==> src/gain_match_consts.vh <==
`ifndef GAIN_MATCH_CONSTS_VH
`define GAIN_MATCH_CONSTS_VH

// ****************************************************************
// Register indices (byte address is four times the index)
// ****************************************************************
`define IDX_GEAR_CTRL      8'h36
`define IDX_GAIN_CTRL      8'h3c
`define IDX_UPDATE_RATE    8'h3d
`define IDX_GAIN_STATUS    8'h3e
`define IDX_GAIN_VALUE0    8'h3f
`define IDX_GAIN_VALUE1    8'h40
`define IDX_GAIN_VALUE2    8'h41

// ****************************************************************
// Field positions
// ****************************************************************
`define GEAR_LOW_BIT       0
`define GAIN_HOLD_BIT      3
`define GAIN_EN_MSB        2
`define GAIN_EN_LSB        0
`define GAIN_TEST_MSB      7
`define GAIN_TEST_LSB      4

// ****************************************************************
// Field codes and reset values
// ****************************************************************
`define GAIN_EN_OFF        3'h0
`define GAIN_EN_ON         3'h6
`define GEAR_CTRL_RST      8'h00
`define GAIN_CTRL_RST      8'h00
`define UPDATE_RATE_RST    8'h40

// ****************************************************************
// Gain loop
// ****************************************************************
`define GAIN_WIDTH         10
`define GAIN_MID           10'h200
`define GAIN_MAX           10'h3ff
`define GAIN_MIN           10'h000
`define SETTLE_UPDATES     4'ha

`endif

==> src/gain_match_loop.v <==
`timescale 1ns/1ps
`include "gain_match_consts.vh"

module gain_match_loop (
  input  wire        pclk,       // System clock
  input  wire        presetn,    // Async reset, active low
  input  wire        loop_on,    // Gain matching enabled
  input  wire        step,       // One update, one-cycle pulse
  input  wire [2:0]  too_high,   // Channel gain above reference
  output reg  [29:0] gain_flat,  // Three 10-bit gains, ch0 low
  output reg         settled     // Approximation finished
);

  reg [3:0] pos_r; // Bit under trial; 10 means tracking
  integer   c;

  // ****************************************************************
  // Next gain of one channel
  // ****************************************************************
  function [9:0] next_gain;
    input [9:0] g;
    input       hi;
    input [3:0] pos;
    reg   [9:0] t;
    begin
      t = g;
      if (pos < `SETTLE_UPDATES) begin
        // Decide trial bit, then try the next lower one
        if (hi) t[pos] = 1'b0;
        if (pos != 4'h0) t[pos - 4'h1] = 1'b1;
      end else if (hi) begin
        if (g != `GAIN_MIN) t = g - 10'h001;
      end else begin
        if (g != `GAIN_MAX) t = g + 10'h001;
      end
      next_gain = t;
    end
  endfunction

  // ****************************************************************
  // Successive approximation, then slow tracking
  // ****************************************************************
  // One bit per update bounds settling to ten updates; the
  // later one-step tracking follows drift without big jumps.
  always @(posedge pclk or negedge presetn) begin
    if (!presetn) begin
      gain_flat <= {3{`GAIN_MID}};
      pos_r     <= 4'h9;
      settled   <= 1'b0;
    end else if (!loop_on) begin
      gain_flat <= {3{`GAIN_MID}};
      pos_r     <= 4'h9;
      settled   <= 1'b0;
    end else if (step) begin
      for (c = 0; c < 3; c = c + 1) begin
        gain_flat[c*10 +: 10] <= next_gain(gain_flat[c*10 +: 10],
                                           too_high[c], pos_r);
      end
      if (pos_r == 4'h0) begin
        pos_r   <= `SETTLE_UPDATES;
        settled <= 1'b1;
      end else if (pos_r < `SETTLE_UPDATES) begin
        pos_r <= pos_r - 4'h1;
      end
    end
  end

endmodule // gain_match_loop

==> src/gain_match_control.v <==
`timescale 1ns/1ps
`include "gain_match_consts.vh"

module gain_match_control (
  input  wire        pclk,       // Clock, 25 MHz
  input  wire        presetn,    // Async reset, active low
  input  wire        psel,       // APB select
  input  wire        penable,    // APB access phase
  input  wire        pwrite,     // APB write
  input  wire [11:0] paddr,      // APB byte address
  input  wire [31:0] pwdata,     // APB write data
  output reg  [31:0] prdata,     // APB read data
  output reg         pready,     // APB ready
  output reg         pslverr,    // APB error, unmapped address
  input  wire        hsync_pls,  // Horizontal sync, one-cycle pulse
  input  wire [2:0]  too_high,   // Per channel: gain above reference
  output reg         gear_low,   // Oscillator low gear select
  output reg  [9:0]  gain0,      // Channel 0 gain
  output reg  [9:0]  gain1,      // Channel 1 gain
  output reg  [9:0]  gain2,      // Channel 2 gain
  output reg         gain_settled // Loop has settled
);

  // ****************************************************************
  // Registers
  // ****************************************************************
  reg  [7:0]  gear_ctrl_r;   // Oscillator gear control
  reg  [7:0]  gain_ctrl_r;   // Hold, enable and test bits
  reg  [7:0]  rate_r;        // Hsyncs per update
  reg  [7:0]  hcnt_r;        // Hsyncs seen in this interval
  reg  [3:0]  upd_cnt_r;     // Updates since enable, saturating
  reg         step_r;        // Update strobe to the loop
  wire [29:0] gain_flat;     // Loop gains
  wire        settled;       // Loop settled
  wire        loop_on;       // Enable code is the on code
  wire        updating;      // Loop is allowed to move
  wire        setup;         // APB setup cycle
  wire        wr_en;         // APB write commits
  wire [7:0]  idx;           // Register index
  wire        mapped;        // Index hits a register

  // ****************************************************************
  // Decode
  // ****************************************************************
  // Reserved enable codes leave the loop off: safest undefined case
  assign loop_on = (gain_ctrl_r[`GAIN_EN_MSB:`GAIN_EN_LSB]
                    == `GAIN_EN_ON);
  // Hold bit set lets updates run, cleared freezes the gains
  assign updating = loop_on & gain_ctrl_r[`GAIN_HOLD_BIT];
  assign setup = psel & ~penable;
  assign wr_en = psel & penable & pready & pwrite;
  assign idx = paddr[9:2];

  // Index decode used by the read, write and error paths
  function is_mapped;
    input [7:0] i;
    begin
      is_mapped = (i == `IDX_GEAR_CTRL) | (i == `IDX_GAIN_CTRL) |
                  (i == `IDX_UPDATE_RATE) | (i == `IDX_GAIN_STATUS) |
                  (i == `IDX_GAIN_VALUE0) | (i == `IDX_GAIN_VALUE1) |
                  (i == `IDX_GAIN_VALUE2);
    end
  endfunction

  assign mapped = (paddr[1:0] == 2'h0) & (paddr[11:10] == 2'h0) &
                  is_mapped(idx);

  // ****************************************************************
  // Register writes
  // ****************************************************************
  // Test bits are stored as written but steer nothing
  always @(posedge pclk or negedge presetn) begin
    if (!presetn) begin
      gear_ctrl_r <= `GEAR_CTRL_RST;
      gain_ctrl_r <= `GAIN_CTRL_RST;
      rate_r      <= `UPDATE_RATE_RST;
    end else if (wr_en & mapped) begin
      case (idx)
        `IDX_GEAR_CTRL: begin
          gear_ctrl_r <= {7'h00, pwdata[`GEAR_LOW_BIT]};
        end
        `IDX_GAIN_CTRL: begin
          gain_ctrl_r <= pwdata[7:0];
        end
        `IDX_UPDATE_RATE: begin
          rate_r <= pwdata[7:0];
        end
        default: begin
          gear_ctrl_r <= gear_ctrl_r;
        end
      endcase
    end
  end

  // ****************************************************************
  // APB answer, no wait states
  // ****************************************************************
  // Read data is captured in setup so it stands through access
  always @(posedge pclk or negedge presetn) begin
    if (!presetn) begin
      prdata  <= 32'h00000000;
      pready  <= 1'b0;
      pslverr <= 1'b0;
    end else if (setup) begin
      pready  <= 1'b1;
      pslverr <= ~mapped;
      prdata  <= 32'h00000000;
      if (mapped & ~pwrite) begin
        case (idx)
          `IDX_GEAR_CTRL:   prdata <= {24'h000000, gear_ctrl_r};
          `IDX_GAIN_CTRL:   prdata <= {24'h000000, gain_ctrl_r};
          `IDX_UPDATE_RATE: prdata <= {24'h000000, rate_r};
          `IDX_GAIN_STATUS: prdata <= {26'h0, upd_cnt_r,
                                       loop_on, settled};
          `IDX_GAIN_VALUE0: prdata <= {22'h0, gain_flat[9:0]};
          `IDX_GAIN_VALUE1: prdata <= {22'h0, gain_flat[19:10]};
          `IDX_GAIN_VALUE2: prdata <= {22'h0, gain_flat[29:20]};
          default:          prdata <= 32'h00000000;
        endcase
      end
    end else begin
      pready  <= 1'b0;
      pslverr <= 1'b0;
    end
  end

  // ****************************************************************
  // Update pacing from horizontal syncs
  // ****************************************************************
  // A rate of zero acts as one, so the loop can never stall
  always @(posedge pclk or negedge presetn) begin
    if (!presetn) begin
      hcnt_r    <= 8'h00;
      step_r    <= 1'b0;
      upd_cnt_r <= 4'h0;
    end else if (!updating) begin
      hcnt_r <= 8'h00;
      step_r <= 1'b0;
      if (!loop_on) upd_cnt_r <= 4'h0;
    end else if (hsync_pls) begin
      if ((hcnt_r + 8'h01 >= rate_r) | (rate_r == 8'h00)) begin
        hcnt_r <= 8'h00;
        step_r <= 1'b1;
        if (upd_cnt_r != 4'hf) upd_cnt_r <= upd_cnt_r + 4'h1;
      end else begin
        hcnt_r <= hcnt_r + 8'h01;
        step_r <= 1'b0;
      end
    end else begin
      step_r <= 1'b0;
    end
  end

  // ****************************************************************
  // Gain loop
  // ****************************************************************
  gain_match_loop u_loop (
    .pclk      (pclk),
    .presetn   (presetn),
    .loop_on   (loop_on),
    .step      (step_r),
    .too_high  (too_high),
    .gain_flat (gain_flat),
    .settled   (settled)
  );

  // ****************************************************************
  // Output flops
  // ****************************************************************
  // Registered copies keep outputs glitch free at the top
  always @(posedge pclk or negedge presetn) begin
    if (!presetn) begin
      gear_low     <= 1'b0;
      gain0        <= `GAIN_MID;
      gain1        <= `GAIN_MID;
      gain2        <= `GAIN_MID;
      gain_settled <= 1'b0;
    end else begin
      gear_low     <= gear_ctrl_r[`GEAR_LOW_BIT];
      gain0        <= gain_flat[9:0];
      gain1        <= gain_flat[19:10];
      gain2        <= gain_flat[29:20];
      gain_settled <= settled;
    end
  end

endmodule // gain_match_control

==> config.mk <==
export PLATFORM = sky130hd
export DESIGN_NAME = gain_match_control
export DESIGN_NICKNAME = d
export VERILOG_FILES = /design/src/gain_match_loop.v /design/src/gain_match_control.v
export VERILOG_INCLUDE_DIRS = /design/src /design/src/src
export SDC_FILE = /design/constraint.sdc
export NUM_CORES = 1
export LEC_CHECK = 0
export ABC_AREA = 1
export BUFFER_PORTS_ARGS = -buffer_cell sky130_fd_sc_hd__buf_2
export CORE_MARGIN = 8
export CORE_UTILIZATION = 25
export DETAILED_ROUTE_END_ITERATION = 6
export GPL_TIMING_DRIVEN = 0
export PLACE_DENSITY = 0.41
export SLEW_MARGIN = 20
export SYNTH_ARGS = -nofsm -noshare
export SYNTH_HDL_FRONTEND = slang
export SYNTH_SLANG_ARGS = --single-unit
==> constraint.sdc <==
create_clock -name pclk -period 2.7 [get_ports pclk]
set_clock_uncertainty 0.2 [all_clocks]
set_input_delay 0.135 -clock pclk [delete_from_list [all_inputs] [get_ports pclk]]
set_output_delay 0.135 -clock pclk [all_outputs]
set_load 0.02 [all_outputs]
* Word level (Yosys, flattened, before mapping)
Index checks and enable logic that the tools add are counted.
** Cells by class
- Add/sub/neg operators :: 9
- Magnitude comparators :: 6
- Eq/ne operators :: 25
- Multiplexer cells :: 55
- Bitwise gates (word level) :: 26
- Reduce and logical (&&, ||, !) cells :: 19
** Operators by type and width (count)
- $mux 10 :: 28
- $pmux 10 s7 :: 1
- $mux 30 :: 2
- $eq 8x6->1 const B :: 5
- $mux 4 :: 9
- $add 10x1->10 const B :: 3
- $and 10x10->10 :: 3
- $ne 10x10->1 const B :: 3
- $or 10x10->10 :: 3
- $reduce_bool 10->1 :: 3
- $sub 10x1->10 const B :: 3
- $mux 8 :: 3
- $ne 4x2->1 const B :: 6
- $eq 8x7->1 const B :: 2
- $lt 4x5->1 const B :: 2
- $mux 1 :: 10
- $not 10->10 :: 1
- $reduce_and 2->1 :: 5
- $and 1x1->1 :: 9
- $reduce_and 3->1 :: 3
- $add 8x1->8 const B :: 1
- $demux 1 s4 :: 2
- $ge 4x1->1 const B :: 2
- $ge 8x8->1 :: 1
- other kinds (16) :: 30
** Word-level totals
- Register bits :: 131
- Bits of input ports :: 53
- Output and inout port bits :: 66

* Depth between registers and ports, before layout
Gate-level depths: netlist of run 1.
- Depth after elaboration :: 15
- Mapped depth :: 13

* By module
Synthesis of run 1 repeated with hierarchy kept, for this count alone.
** Unflattened totals
- Cells, all modules :: 1049
- Area, all modules :: 7433.4 µm²
** By module, submodules not included
- gain_match_loop :: instances 1, cells each 634, area each 3857.4 µm²
- gain_match_control :: instances 1, cells each 415, area each 3575.9 µm²

* Worst setup path before layout of run 1
OpenSTA, ideal clock, no wires.
- Path kind :: register -> register
- Start :: reg hcnt_r[0]
- End :: reg upd_cnt_r[2]
- Data arrival time :: 2040 ps
- Data required time :: 2434 ps
- Setup slack :: 394 ps
- Stages on the path, launching flop included :: 13
- Buffers on the path :: 0
- Period minus slack after synthesis :: 2306 ps
- Cells stage by stage :: dfrtp_1 > ha_1 > nand2_1 > nor3_1 > xor2_1 > ha_1 > nand2_1 > o21ai_0 > nor2_1 > nand3_1 > nand2_1 > nand2_1 > nand2_1
** Between the ends
- Longest elaborated chain between the ends :: 5
** RTL lines
- start: declaration :: RTL line gain_match_control.v:30 : reg [7:0] hcnt_r;
- start signal: assignment :: RTL line gain_match_control.v:146 : hcnt_r <= hcnt_r + 8'h01;
- $add 8x1->8 :: RTL line gain_match_control.v:141 : if ((hcnt_r + 8'h01 >= rate_r) | (rate_r == 8'h00)) begin
- $ge 8x8->1 :: RTL line gain_match_control.v:141
- $or 1x1->1 :: RTL line gain_match_control.v:141
- $ne 2x1->1 (no line)
- $reduce_and 4->1 (no line)
- end signal: assignment :: RTL line gain_match_control.v:144 : if (upd_cnt_r != 4'hf) upd_cnt_r <= upd_cnt_r + 4'h1;
- end: declaration :: RTL line gain_match_control.v:31 : reg [3:0] upd_cnt_r;
No other way between the ends.
A chain may end at the register's enable or synchronous reset.

* Worst setup path in the final report of run 1
- Start :: reg u_loop.pos_r[3]
- End :: reg u_loop.gain_flat[2]
** Between the ends
- Longest elaborated chain between the ends :: 15
- Elaborated cells between the ends (all ways) :: 27
- Classes of those cells :: add/sub (1); order compare (5); eq/ne (2); mux (12); bitwise (3); reduce/logical (4)
** RTL lines
- start: declaration :: RTL line gain_match_loop.v:14 : reg [3:0] pos_r;
- start signal: assignment :: RTL line gain_match_loop.v:60 : pos_r <= `SETTLE_UPDATES;
- start signal: assignment :: RTL line gain_match_loop.v:63 : pos_r <= pos_r - 4'h1;
- $lt 4x5->1 (implied by the code) / $ge 4x1->1 (equally long branches) :: RTL line gain_match_loop.v:29 : if (hi) t[pos] = 1'b0;
- $logic_and 1x1->1 (implied by the code) :: RTL line gain_match_loop.v:29
- $mux 1 (implied by the code) :: RTL line gain_match_loop.v:29
- $demux 1 s4
- $not 10->10 (no line)
- $and 10x10->10 (no line)
- $mux 10 :: RTL line gain_match_loop.v:29
- $mux 10 :: RTL line gain_match_loop.v:27 : if (pos < `SETTLE_UPDATES) begin
- $mux 10 :: RTL line gain_match_loop.v:54 : end else if (step) begin
- $mux 10 :: RTL line gain_match_loop.v:50 : end else if (!loop_on) begin
- $or 10x10->10 (no line)
- $mux 10 :: RTL line gain_match_loop.v:30 : if (pos != 4'h0) t[pos - 4'h1] = 1'b1;
- $mux 10 :: RTL line gain_match_loop.v:27
- $mux 30 :: RTL line gain_match_loop.v:54
- $mux 30 :: RTL line gain_match_loop.v:50
- end signal: assignment :: RTL line gain_match_loop.v:47 : gain_flat <= {3{`GAIN_MID}};
- end signal: assignment :: RTL line gain_match_loop.v:51 : gain_flat <= {3{`GAIN_MID}};
- end signal: indexed assignment :: RTL line gain_match_loop.v:56 : gain_flat[c*10 +: 10] <= next_gain(gain_flat[c*10 +: 10],
- end: declaration :: RTL line gain_match_loop.v:10 : output reg [29:0] gain_flat,
Parallel ways exist; a longest one is shown, timed or not. The select of a mux whose other input is x is not followed.

==> results.yml, run 1 <==
routing:
  drt_iter0_drc: 450
  wl_mm: 26.0
  avgViaCountPerCell: 4.56
  route.vias.total: 7240
  final_antenna_net_count: 0
  drc: 4
  drt-wirelength-per-cell_um: 16.4
  drt_pass1_iterations: 7
setup_path:
  path_buf_inv: 4
  crit_slowest_cell: "clkbuf_1"
  crit_required_ns: 2.75
  end_kind: "register"
  startpoint_type: "register"
  worstSetupPathType: "reg -> reg"
  critical-path-max-stage-delay_ns: 0.59
  regToRegSetupSlack_ns: 0.21
  reg2reg_depth: 8
  critPathTopFamily: "buffers and inverters"
  critPathArrivalTime_ns: 2.54
  path_cells: "buf_4 > inv_2 > nor2_2 > buf_2 > clkbuf_1 > o21ai_0 > nand3_1 > nand2_1"
  cp_max_fo: 10
  r2r-end: "u_loop.gain_flat[2]"
  r2r_start: "u_loop.pos_r[3]"
sta:
  worst_pin_slew_ns: 0.757
  slew_violations: 0
  relSlewSlack: 0.495
  whs_ns: 0.00708
  finalHoldViolCount: 0
  max_freq_mhz: 402
  period_minus_slack_ns: 2.49
  grt_setup_unrepaired: "no"
  period_share: 0.922
  setup_violations: 0
synth:
  synth.ff_latch_count: 109
  syn_area_per_cell_um2: 6.98
  synth_edf_count: 0
  synth_flop_cell: "dfrtp_1"
  ys_warn_count: 0
  synth_area_um2: 7490
  synth_cell_types: 37
  synth_cells: 1073
  synth_async_sr_flop_share: 1.00
  synth.yosys.seq_area_share: 0.366
floorplanning:
  design.die.area_um2: 35800
  rows: 63
  ios: 119
  die_y_um: 189
  initial_core_util: 0.253
  core_area_um2: 29600
  die_w_um: 189
clock_tree:
  root_buffer: "clkbuf_16"
  clkTransAtPathRegs_ns: 0.08
  post_cts_buffers: 0
  cts.path.max_buffers: 2
  cts_buffers: 9
  htreeDepth: 3
  clk_latency_ns: 0.36
  cts.sinks: 109
  cts_tree: "done"
global_route:
  grt_pass1_vias: 7355
  use_met1: 0.190
  grt_usage: 0.145
  grt_pass1_wl_mm: 41.2
  grt_util_met2: 0.246
  grt_overflow: 0
  met3_usage: 0.0239
  antenna_found_initial: 0
  gr-max-usage-layer: "met2"
  grt_max_degree: 60
layout:
  layout.nets: 1286
  finalNonFillerCells: 1586
  insertedDiodeCount: 0
  syn_to_final_growth_pct: 19.1
  drive_gt1_frac: 0.142
  layout_common_cells: "353 x nand2_1, 111 x nor2_1, 104 x nand3_1"
  layout_commonest_cell: "nand2_1"
hold_path:
  min_path_cells: 6
  hp-class: "in -> reg"
  holdPathEnd: "prdata[5]"
  min_from: "pwrite"
placed_design:
  detailed_place_hpwl_mm: 19.8
  port_buffers: 72
  dpl.cell_count: 1557
  gp_congestion: 0.914
run_status:
  status: "finished, violations left"
  failed_checks: "DRC"
power_and_ir_drop:
  p_leak_nw: 4.81
  pwr_density_cell_nw_per_um2: 366
  ir_drop_v: 0.000371
run:
  drv_cap: 0
## final cells by class
class / instances / area (um^2)
plain buffers: 44 / 294
clock buffers: 10 / 229
clock inverters: 6 / 65.1
fillers: 3285 / 20600
inverters: 104 / 390
multi-input cells: 838 / 4200
flip-flops and latches: 109 / 2740
well taps: 390 / 488
repair buffers: 85 / 514
## layer usage
layer  share of wire  vias up
li1                -     3689
met1            0.46     3337
met2            0.48      187
met3           0.042       27
met4           0.018        0
met5               0        -
## worst reg2reg max path: stages, from the launching register on
cell and delay, ns:
dfstp_2 0.52, buf_4 0.16, inv_2 0.11, nor2_2 0.14, buf_2 0.28, clkbuf_1 0.59
o21ai_0 0.20, nand3_1 0.12, nand2_1 0.06
## how the worst max path moves through the flow
stage / from / cells after the start / slack, ns / to
final: u_loop.pos_r[3] / 8 / 0.21 / u_loop.gain_flat[2]
after global routing: hcnt_r[1] / 10 / 0.03 / hcnt_r[0]
after CTS: hcnt_r[0] / 12 / 0.02 / upd_cnt_r[3]
after detailed placement: hcnt_r[0] / 12 / -0.06 / upd_cnt_r[2]
after global placement: presetn / 1 / -0.27 / u_loop.gain_flat[2]
after floorplan: hcnt_r[0] / 12 / 0.39 / upd_cnt_r[2]
## where the power goes
part | switching, mW | internal, mW | leakage, nW
clock network | 0.707 | 0.660 | 0.145
registers | 0.000461 | 1.63 | 1.49
logic | 0.176 | 0.0920 | 3.18
total | 0.884 | 2.39 | 4.81
## kinds of logic (layout without fill, tap and decap cells)
family,Yosys count,in the layout,share of synthesized area
buf+inv,148,249,0.0914
flops,109,109,0.366
xor+xnor,15,15,0.0175
other cells,1,22,0.000501
compound gates,105,105,0.0737
simple gates,653,654,0.378
fa+ha+maj,42,42,0.0732
## registers in the layout (all words and copies together) (netlist names), 4 cells and up
register / flops
gain0: 10
gain1: 10
hcnt_r: 8
u_loop.gain_flat: 30
upd_cnt_r: 4
prdata: 10
gain2: 10
gain_ctrl_r: 8
u_loop.pos_r: 4
rate_r: 8
## synthesized netlist by cell type (3+ instances only)
cell type,number,area share
a21o_1,3,0.0030
a21oi_1,36,0.024
and2_1,3,0.0025
buf_2,7,0.0047
buf_4,27,0.027
clkbuf_1,7,0.0035
dfrtp_1,100,0.33
dfstp_2,9,0.032
fa_1,3,0.0080
ha_1,39,0.065
inv_1,99,0.050
inv_2,5,0.0025
nand2_1,354,0.18
nand3_1,106,0.071
nand3_2,4,0.0053
nand3b_1,4,0.0040
nand4_1,44,0.037
nor2_1,112,0.056
nor2_2,4,0.0033
nor2_4,4,0.0060
nor3_1,7,0.0047
o21ai_0,57,0.038
o21bai_1,3,0.0030
o22ai_1,3,0.0025
or2_2,8,0.0067
xnor2_1,8,0.0094
xor2_1,7,0.0082
## metrics by stage
stage,area (um^2),utilization,TNS [ns],setup slack [ns],power [mW]
4_1_cts,8870,0.300,0,0.0247,3.33
3_5_place_dp,8450,0.286,-0.223,-0.0600,1.92
6_report,8920,0.302,0,0.211,3.27
5_1_grt,8920,0.302,0,0.0302,3.42
3_3_place_gp,8420,0.285,-25.65,-0.266,1.92
2_1_floorplan,7570,-,0,0.394,1.81
## timing repair
action                                  in CTS  in global routing
endpoints found under the setup margin       7                 13
pin swaps                                    0                  5
hold endpoints to repair                    86                  0
hold buffers                                12                  0
resized for setup                            1                 10
cloned                                       0                  1
(Power assumes the default switching activity.)
==> run 2: changes to the inputs <==
CORE_ASPECT_RATIO = 0.6   (was default)
CORE_UTILIZATION = 55   (was 25)
PLACE_DENSITY = 0.77   (was 0.41)
==> run 2 against run 1 <==
The run still ends with DRC left. Fmax shrank 5.6%. Via count grew 5.8%. Die area shrank 50%. Core utilization grew 34 points. Clock-buffer cell count is the same. Non-clock buffer count grew 3. Wire length shrank 10%. Power shrank 1.6%. Largest power group unchanged.
==> results.yml, run 2 (synthesis results as in run 1) <==
run_status:
  status: "finished, violations left"
  failed_checks: "DRC"
global_route:
  grt_util_met2: 0.347
  grt_usage: 0.262
  grt_overflow: 0
  antenna_found_initial: 0
  met3_usage: 0.0721
  grt_pass1_vias: 7015
  grt_max_degree: 58
  grt_pass1_wl_mm: 37.2
  gr-max-usage-layer: "met1"
  use_met1: 0.405
setup_path:
  critical-path-max-stage-delay_ns: 0.60
  worstSetupPathType: "reg -> reg"
  critPathArrivalTime_ns: 2.68
  crit_required_ns: 2.74
  end_kind: "register"
  critPathTopFamily: "buffers and inverters"
  cp-startpoint: "u_loop.pos_r[3]"
  r2r-end: "u_loop.gain_flat[2]"
  crit_cells: 8
  path_buf_inv: 4
  cp-endpoint: "u_loop.gain_flat[2]"
  regToRegSetupSlack_ns: 0.06
  crit_slowest_cell: "clkbuf_1"
  cp_max_fo: 10
  path_cells: "buf_4 > inv_2 > nor2_2 > buf_2 > clkbuf_1 > o21ai_0 > nand3_1 > nand2_1"
  startpoint_type: "register"
  reg2reg_depth: 8
  r2r_start: "u_loop.pos_r[3]"
clock_tree:
  root_buffer: "clkbuf_16"
  clk_latency_ns: 0.36
  cts_buffers: 9
  clkTransAtPathRegs_ns: 0.08
  cts.path.max_buffers: 2
  cts_tree: "done"
  htreeDepth: 3
  cts.sinks: 109
sta:
  max_freq_mhz: 379
  whs_ns: 0.00296
  period_minus_slack_ns: 2.64
  worst_pin_slew_ns: 0.734
  setup_violations: 0
  slew_violations: 0
  period_share: 0.976
  finalHoldViolCount: 0
  tns_ns: 0
  relSlewSlack: 0.511
layout:
  fillers: 1227
  insertedDiodeCount: 0
  layout.nets: 1288
  syn_to_final_growth_pct: 15.2
  final_core_util: 0.641
  drive_gt1_frac: 0.140
  top_register: "u_loop.gain_flat"
  layout_common_cells: "354 x nand2_1, 112 x nor2_1, 105 x nand3_1"
  layout_commonest_cell: "nand2_1"
  largest_register_ffs: 30
placed_design:
  gp_congestion: 0.970
  port_buffers: 72
  detailed_place_hpwl_mm: 17.4
floorplanning:
  core_area_um2: 13500
  die_y_um: 106
  initial_core_util: 0.556
  die_w_um: 167
  ios: 119
  rows: 33
  design.die.area_um2: 17700
routing:
  wl_mm: 23.3
  drc: 22
  route.vias.total: 7659
  drt-wirelength-per-cell_um: 17.0
  avgViaCountPerCell: 5.58
  drt_pass1_iterations: 7
  drt_iter0_drc: 1149
  final_antenna_net_count: 0
power_and_ir_drop:
  p_leak_nw: 4.82
  ir_drop_v: 0.000331
  pwr_density_cell_nw_per_um2: 373
run:
  drv_cap: 0
hold_path:
  min_from: "psel"
  hp-class: "in -> reg"
==> run 2: cell count changes in the layout (fill, tap and decap cells not counted), sizes merged <==
cell      change
inv           -2
clkinv        +1
buf           +3
clkinvlp      +1
nand3         -1
==> run 2: worst min-delay path by stage <==
stage                     cells after the start         to  slack (ns)
final                                         6  prdata[0]       0.003
after global routing                          6  prdata[0]        0.04
after CTS                                     6  prdata[0]       0.005
after detailed placement                      1  hcnt_r[5]       -0.08
after global placement                        2     pready        0.13
after floorplan                               0   gain0[0]       -0.36
==> run 2: through the flow <==
stage,area [um^2],worst slack (ns),power [mW],cells
6_report,8630,0.0638,3.22,1373
5_1_grt,8630,-0.0990,3.31,1373
4_1_cts,8590,0.0253,3.23,1370
3_5_place_dp,8180,-0.0488,1.91,1342
3_3_place_gp,8150,0.00655,1.91,1341
2_1_floorplan,7570,0.394,1.81,1094
==> run 2: worst reg2reg max path, delay by kind of cell (launching register included) <==
family                 cells  cell delay, ns
buffers and inverters      4            1.18
AND/OR/NAND/NOR            3            0.35
AO/OA/AOI/OAI              1            0.28
flip-flops                 1            0.52
==> run 2: what timing repair did <==
item | 4_1_cts | 5_1_grt
pin swaps | 0 | 3
resized for setup | 1 | 3
endpoints found under the setup margin | 4 | 13
hold buffers | 12 | 0
buffers inserted | 0 | 3
hold endpoints to repair | 125 | 0
==> run 2: layer usage <==
metal,part of all wire,routed length [um],vias to the layer above
li1,-,-,3688
met1,0.47,11000,3481
met2,0.39,9030,446
met3,0.13,2950,44
met4,0.017,396,0
met5,0,0,-
==> run 2: area by class of cell <==
cell class,count,area (um^2),share of cell area
multi-input combinational,837,4160,0.482
sequential,109,2740,0.318
timing repair buffer,88,537,0.0622
inverter,104,390,0.0453
buffer,44,294,0.0341
clock buffer,10,229,0.0265
tap,175,219,0.0254
clock inverter,6,56.3,0.00653
==> run 2: power by group <==
part | internal (mW) | total (mW) | switching (mW)
registers | 1.63 | 1.63 | 0.000469
logic | 0.0921 | 0.267 | 0.175
clock network | 0.648 | 1.32 | 0.668
==> run 3: changes to the inputs <==
--- a/config.mk
+++ b/config.mk
@@ -12,6 +12,6 @@
 export CORE_MARGIN = 8
-export CORE_UTILIZATION = 55
+export CORE_UTILIZATION = 35
 export DETAILED_ROUTE_END_ITERATION = 6
 export GPL_TIMING_DRIVEN = 0
-export PLACE_DENSITY = 0.77
+export PLACE_DENSITY = 0.53
 export SLEW_MARGIN = 20
--- a/constraint.sdc
+++ b/constraint.sdc
@@ -4,2 +4,2 @@
 set_output_delay 0.135 -clock pclk [all_outputs]
-set_load 0.02 [all_outputs]
+set_load 0.005 [all_outputs]
==> run 3 against run 2 <==
The run now ends clean. Via count fell by 3.9%. Clock power rose by 9%. Combinational power fell by 7.9%. Final cell count rose by 7.9%. Wire length rose by 9.2%. Flip-flop and latch count did not move. Fmax rose by 3.9%. Non-clock buffer count rose by 5. Largest power group unchanged. Highest routed layer unchanged.
==> results.yml, run 3 (synthesis results as in run 1) <==
global_route:
  grt_pass1_vias: 6694
  gr-max-usage-layer: "met1"
  grt_util_met2: 0.235
  met3_usage: 0.0466
  use_met1: 0.322
  antenna_found_initial: 0
  grt_max_degree: 72
  grt_pass1_wl_mm: 39.5
  grt_usage: 0.194
  grt_overflow: 0
routing:
  drt_pass1_iterations: 5
  drt_iter0_drc: 598
  wl_mm: 25.5
  drt-wirelength-per-cell_um: 17.2
  drc: 0
  final_antenna_net_count: 0
  route.vias.total: 7361
  avgViaCountPerCell: 4.97
clock_tree:
  htreeDepth: 3
  clkTransAtPathRegs_ns: 0.08
  root_buffer: "clkbuf_16"
  cts_buffers: 9
  cts.path.max_buffers: 2
  clk_latency_ns: 0.38
  cts.sinks: 109
  cts_tree: "done"
placed_design:
  placed_cell_area_um2: 8310
  gp_congestion: 0.933
  port_buffers: 72
  detailed_place_hpwl_mm: 19.6
setup_path:
  startpoint_type: "register"
  critPathArrivalTime_ns: 2.63
  cp_max_fo: 7
  crit_required_ns: 2.80
  end_kind: "register"
  worstSetupPathType: "reg -> reg"
layout:
  layout.nets: 1293
  layout_common_cells: "352 x nand2_1, 111 x nor2_1, 104 x nand3_1"
  largest_register_ffs: 30
  top_register: "u_loop.gain_flat"
  fin_area_um2: 8870
  layout_commonest_cell: "nand2_1"
  syn_to_final_growth_pct: 18.5
  drive_gt1_frac: 0.151
  insertedDiodeCount: 0
power_and_ir_drop:
  pwr_density_cell_nw_per_um2: 374
  seqPwrFrac: 0.493
  p_leak_nw: 4.90
  ir_drop_v: 0.000319
  switchingPower_mw: 0.849
  internal-power_mw: 2.47
  combPwrFrac: 0.074
  switching_share: 0.256
  clockPowerShare: 0.433
sta:
  period_minus_slack_ns: 2.54
  max_freq_mhz: 394
  setup_violations: 0
  worst_pin_slew_ns: 0.777
  relSlewSlack: 0.482
  tns_ns: 0
  finalHoldViolCount: 0
  grt_setup_unrepaired: "no"
  whs_ns: 0.0729
  slew_violations: 0
  period_share: 0.940
run:
  drv_cap: 0
run_status:
  status: "finished, final reports clean"
floorplanning:
  ios: 119
  rows: 41
  die_w_um: 205
  core_area_um2: 21000
  initial_core_util: 0.357
  design.die.area_um2: 26500
  die_y_um: 129
hold_path:
  hp-class: "in -> reg"
[run 3: final timing paths]
| kind | start | slack, ns | depth (start not counted) | endpoint |
|---|---|---|---|---|
| max | hcnt_r[1] | 0.16 | 11 | hcnt_r[4] |
| min | paddr[0] | 0.07 | 6 | prdata[5] |
| max reg2reg | hcnt_r[1] | 0.16 | 11 | hcnt_r[4] |
| min reg2reg | gear_ctrl_r[0] | 0.21 | 0 | gear_low |
| max in group asynchronous | presetn | 1.42 | 3 | u_loop.pos_r[0] |
| min in group asynchronous | presetn | 0.16 | 2 | hcnt_r[4] |
[run 3: power by group through the flow]
stage | sequential (mW) | clock [mW] | combinational (mW)
after CTS | 1.63 | 1.47 | 0.246
after floorplan | 1.67 | 0 | 0.124
after global routing | 1.63 | 1.53 | 0.278
after global placement | 1.67 | 0 | 0.223
after detailed placement | 1.67 | 0 | 0.230
final | 1.63 | 1.44 | 0.246
[run 3: critical path: stages, from the launching register on]
cell and delay, ns:
dfrtp_1 0.40, ha_2 0.24, nand2_4 0.07, nor3_4 0.20
xor2_2 0.26, ha_1 0.28, nand2_1 0.09, o21ai_1 0.08
nor2_2 0.16, nand3_2 0.20, buf_6 0.18, o22ai_1 0.09
[run 3: stage by stage]
stage | setup WS, ns | util | total power, mW | instances
final | 0.163 | 0.423 | 3.31 | 1482
after global routing | 0.0112 | 0.423 | 3.44 | 1482
after CTS | 0.0251 | 0.418 | 3.35 | 1477
after detailed placement | -0.139 | 0.396 | 1.90 | 1446
after global placement | -0.162 | 0.395 | 1.89 | 1445
after floorplan | 0.394 | - | 1.79 | 1094
[run 3: area by class of cell]
type	count	area (um^2)
plain buffers	44	294
clock inverters	6	77.6
repair buffers	93	581
multi-input cells	837	4210
clock buffers	10	229
inverters	104	390
flip-flops and latches	109	2740
well taps	279	349
fillers	2214	12100
[run 3: layer usage]
metal / part of all wire / vias up / wire length (um)
met5: 0 / - / 0
li1: - / 3696 / -
met2: 0.36 / 253 / 9190
met1: 0.55 / 3386 / 14000
met3: 0.074 / 26 / 1890
met4: 0.014 / 0 / 364
[run 3: what timing repair did]
item	in CTS	in global routing
pin swaps	2	12
setup buffers	2	5
endpoints found under the hold margin	95	0
hold buffers	13	0
resized for setup	1	17
setup endpoints to repair	10	13
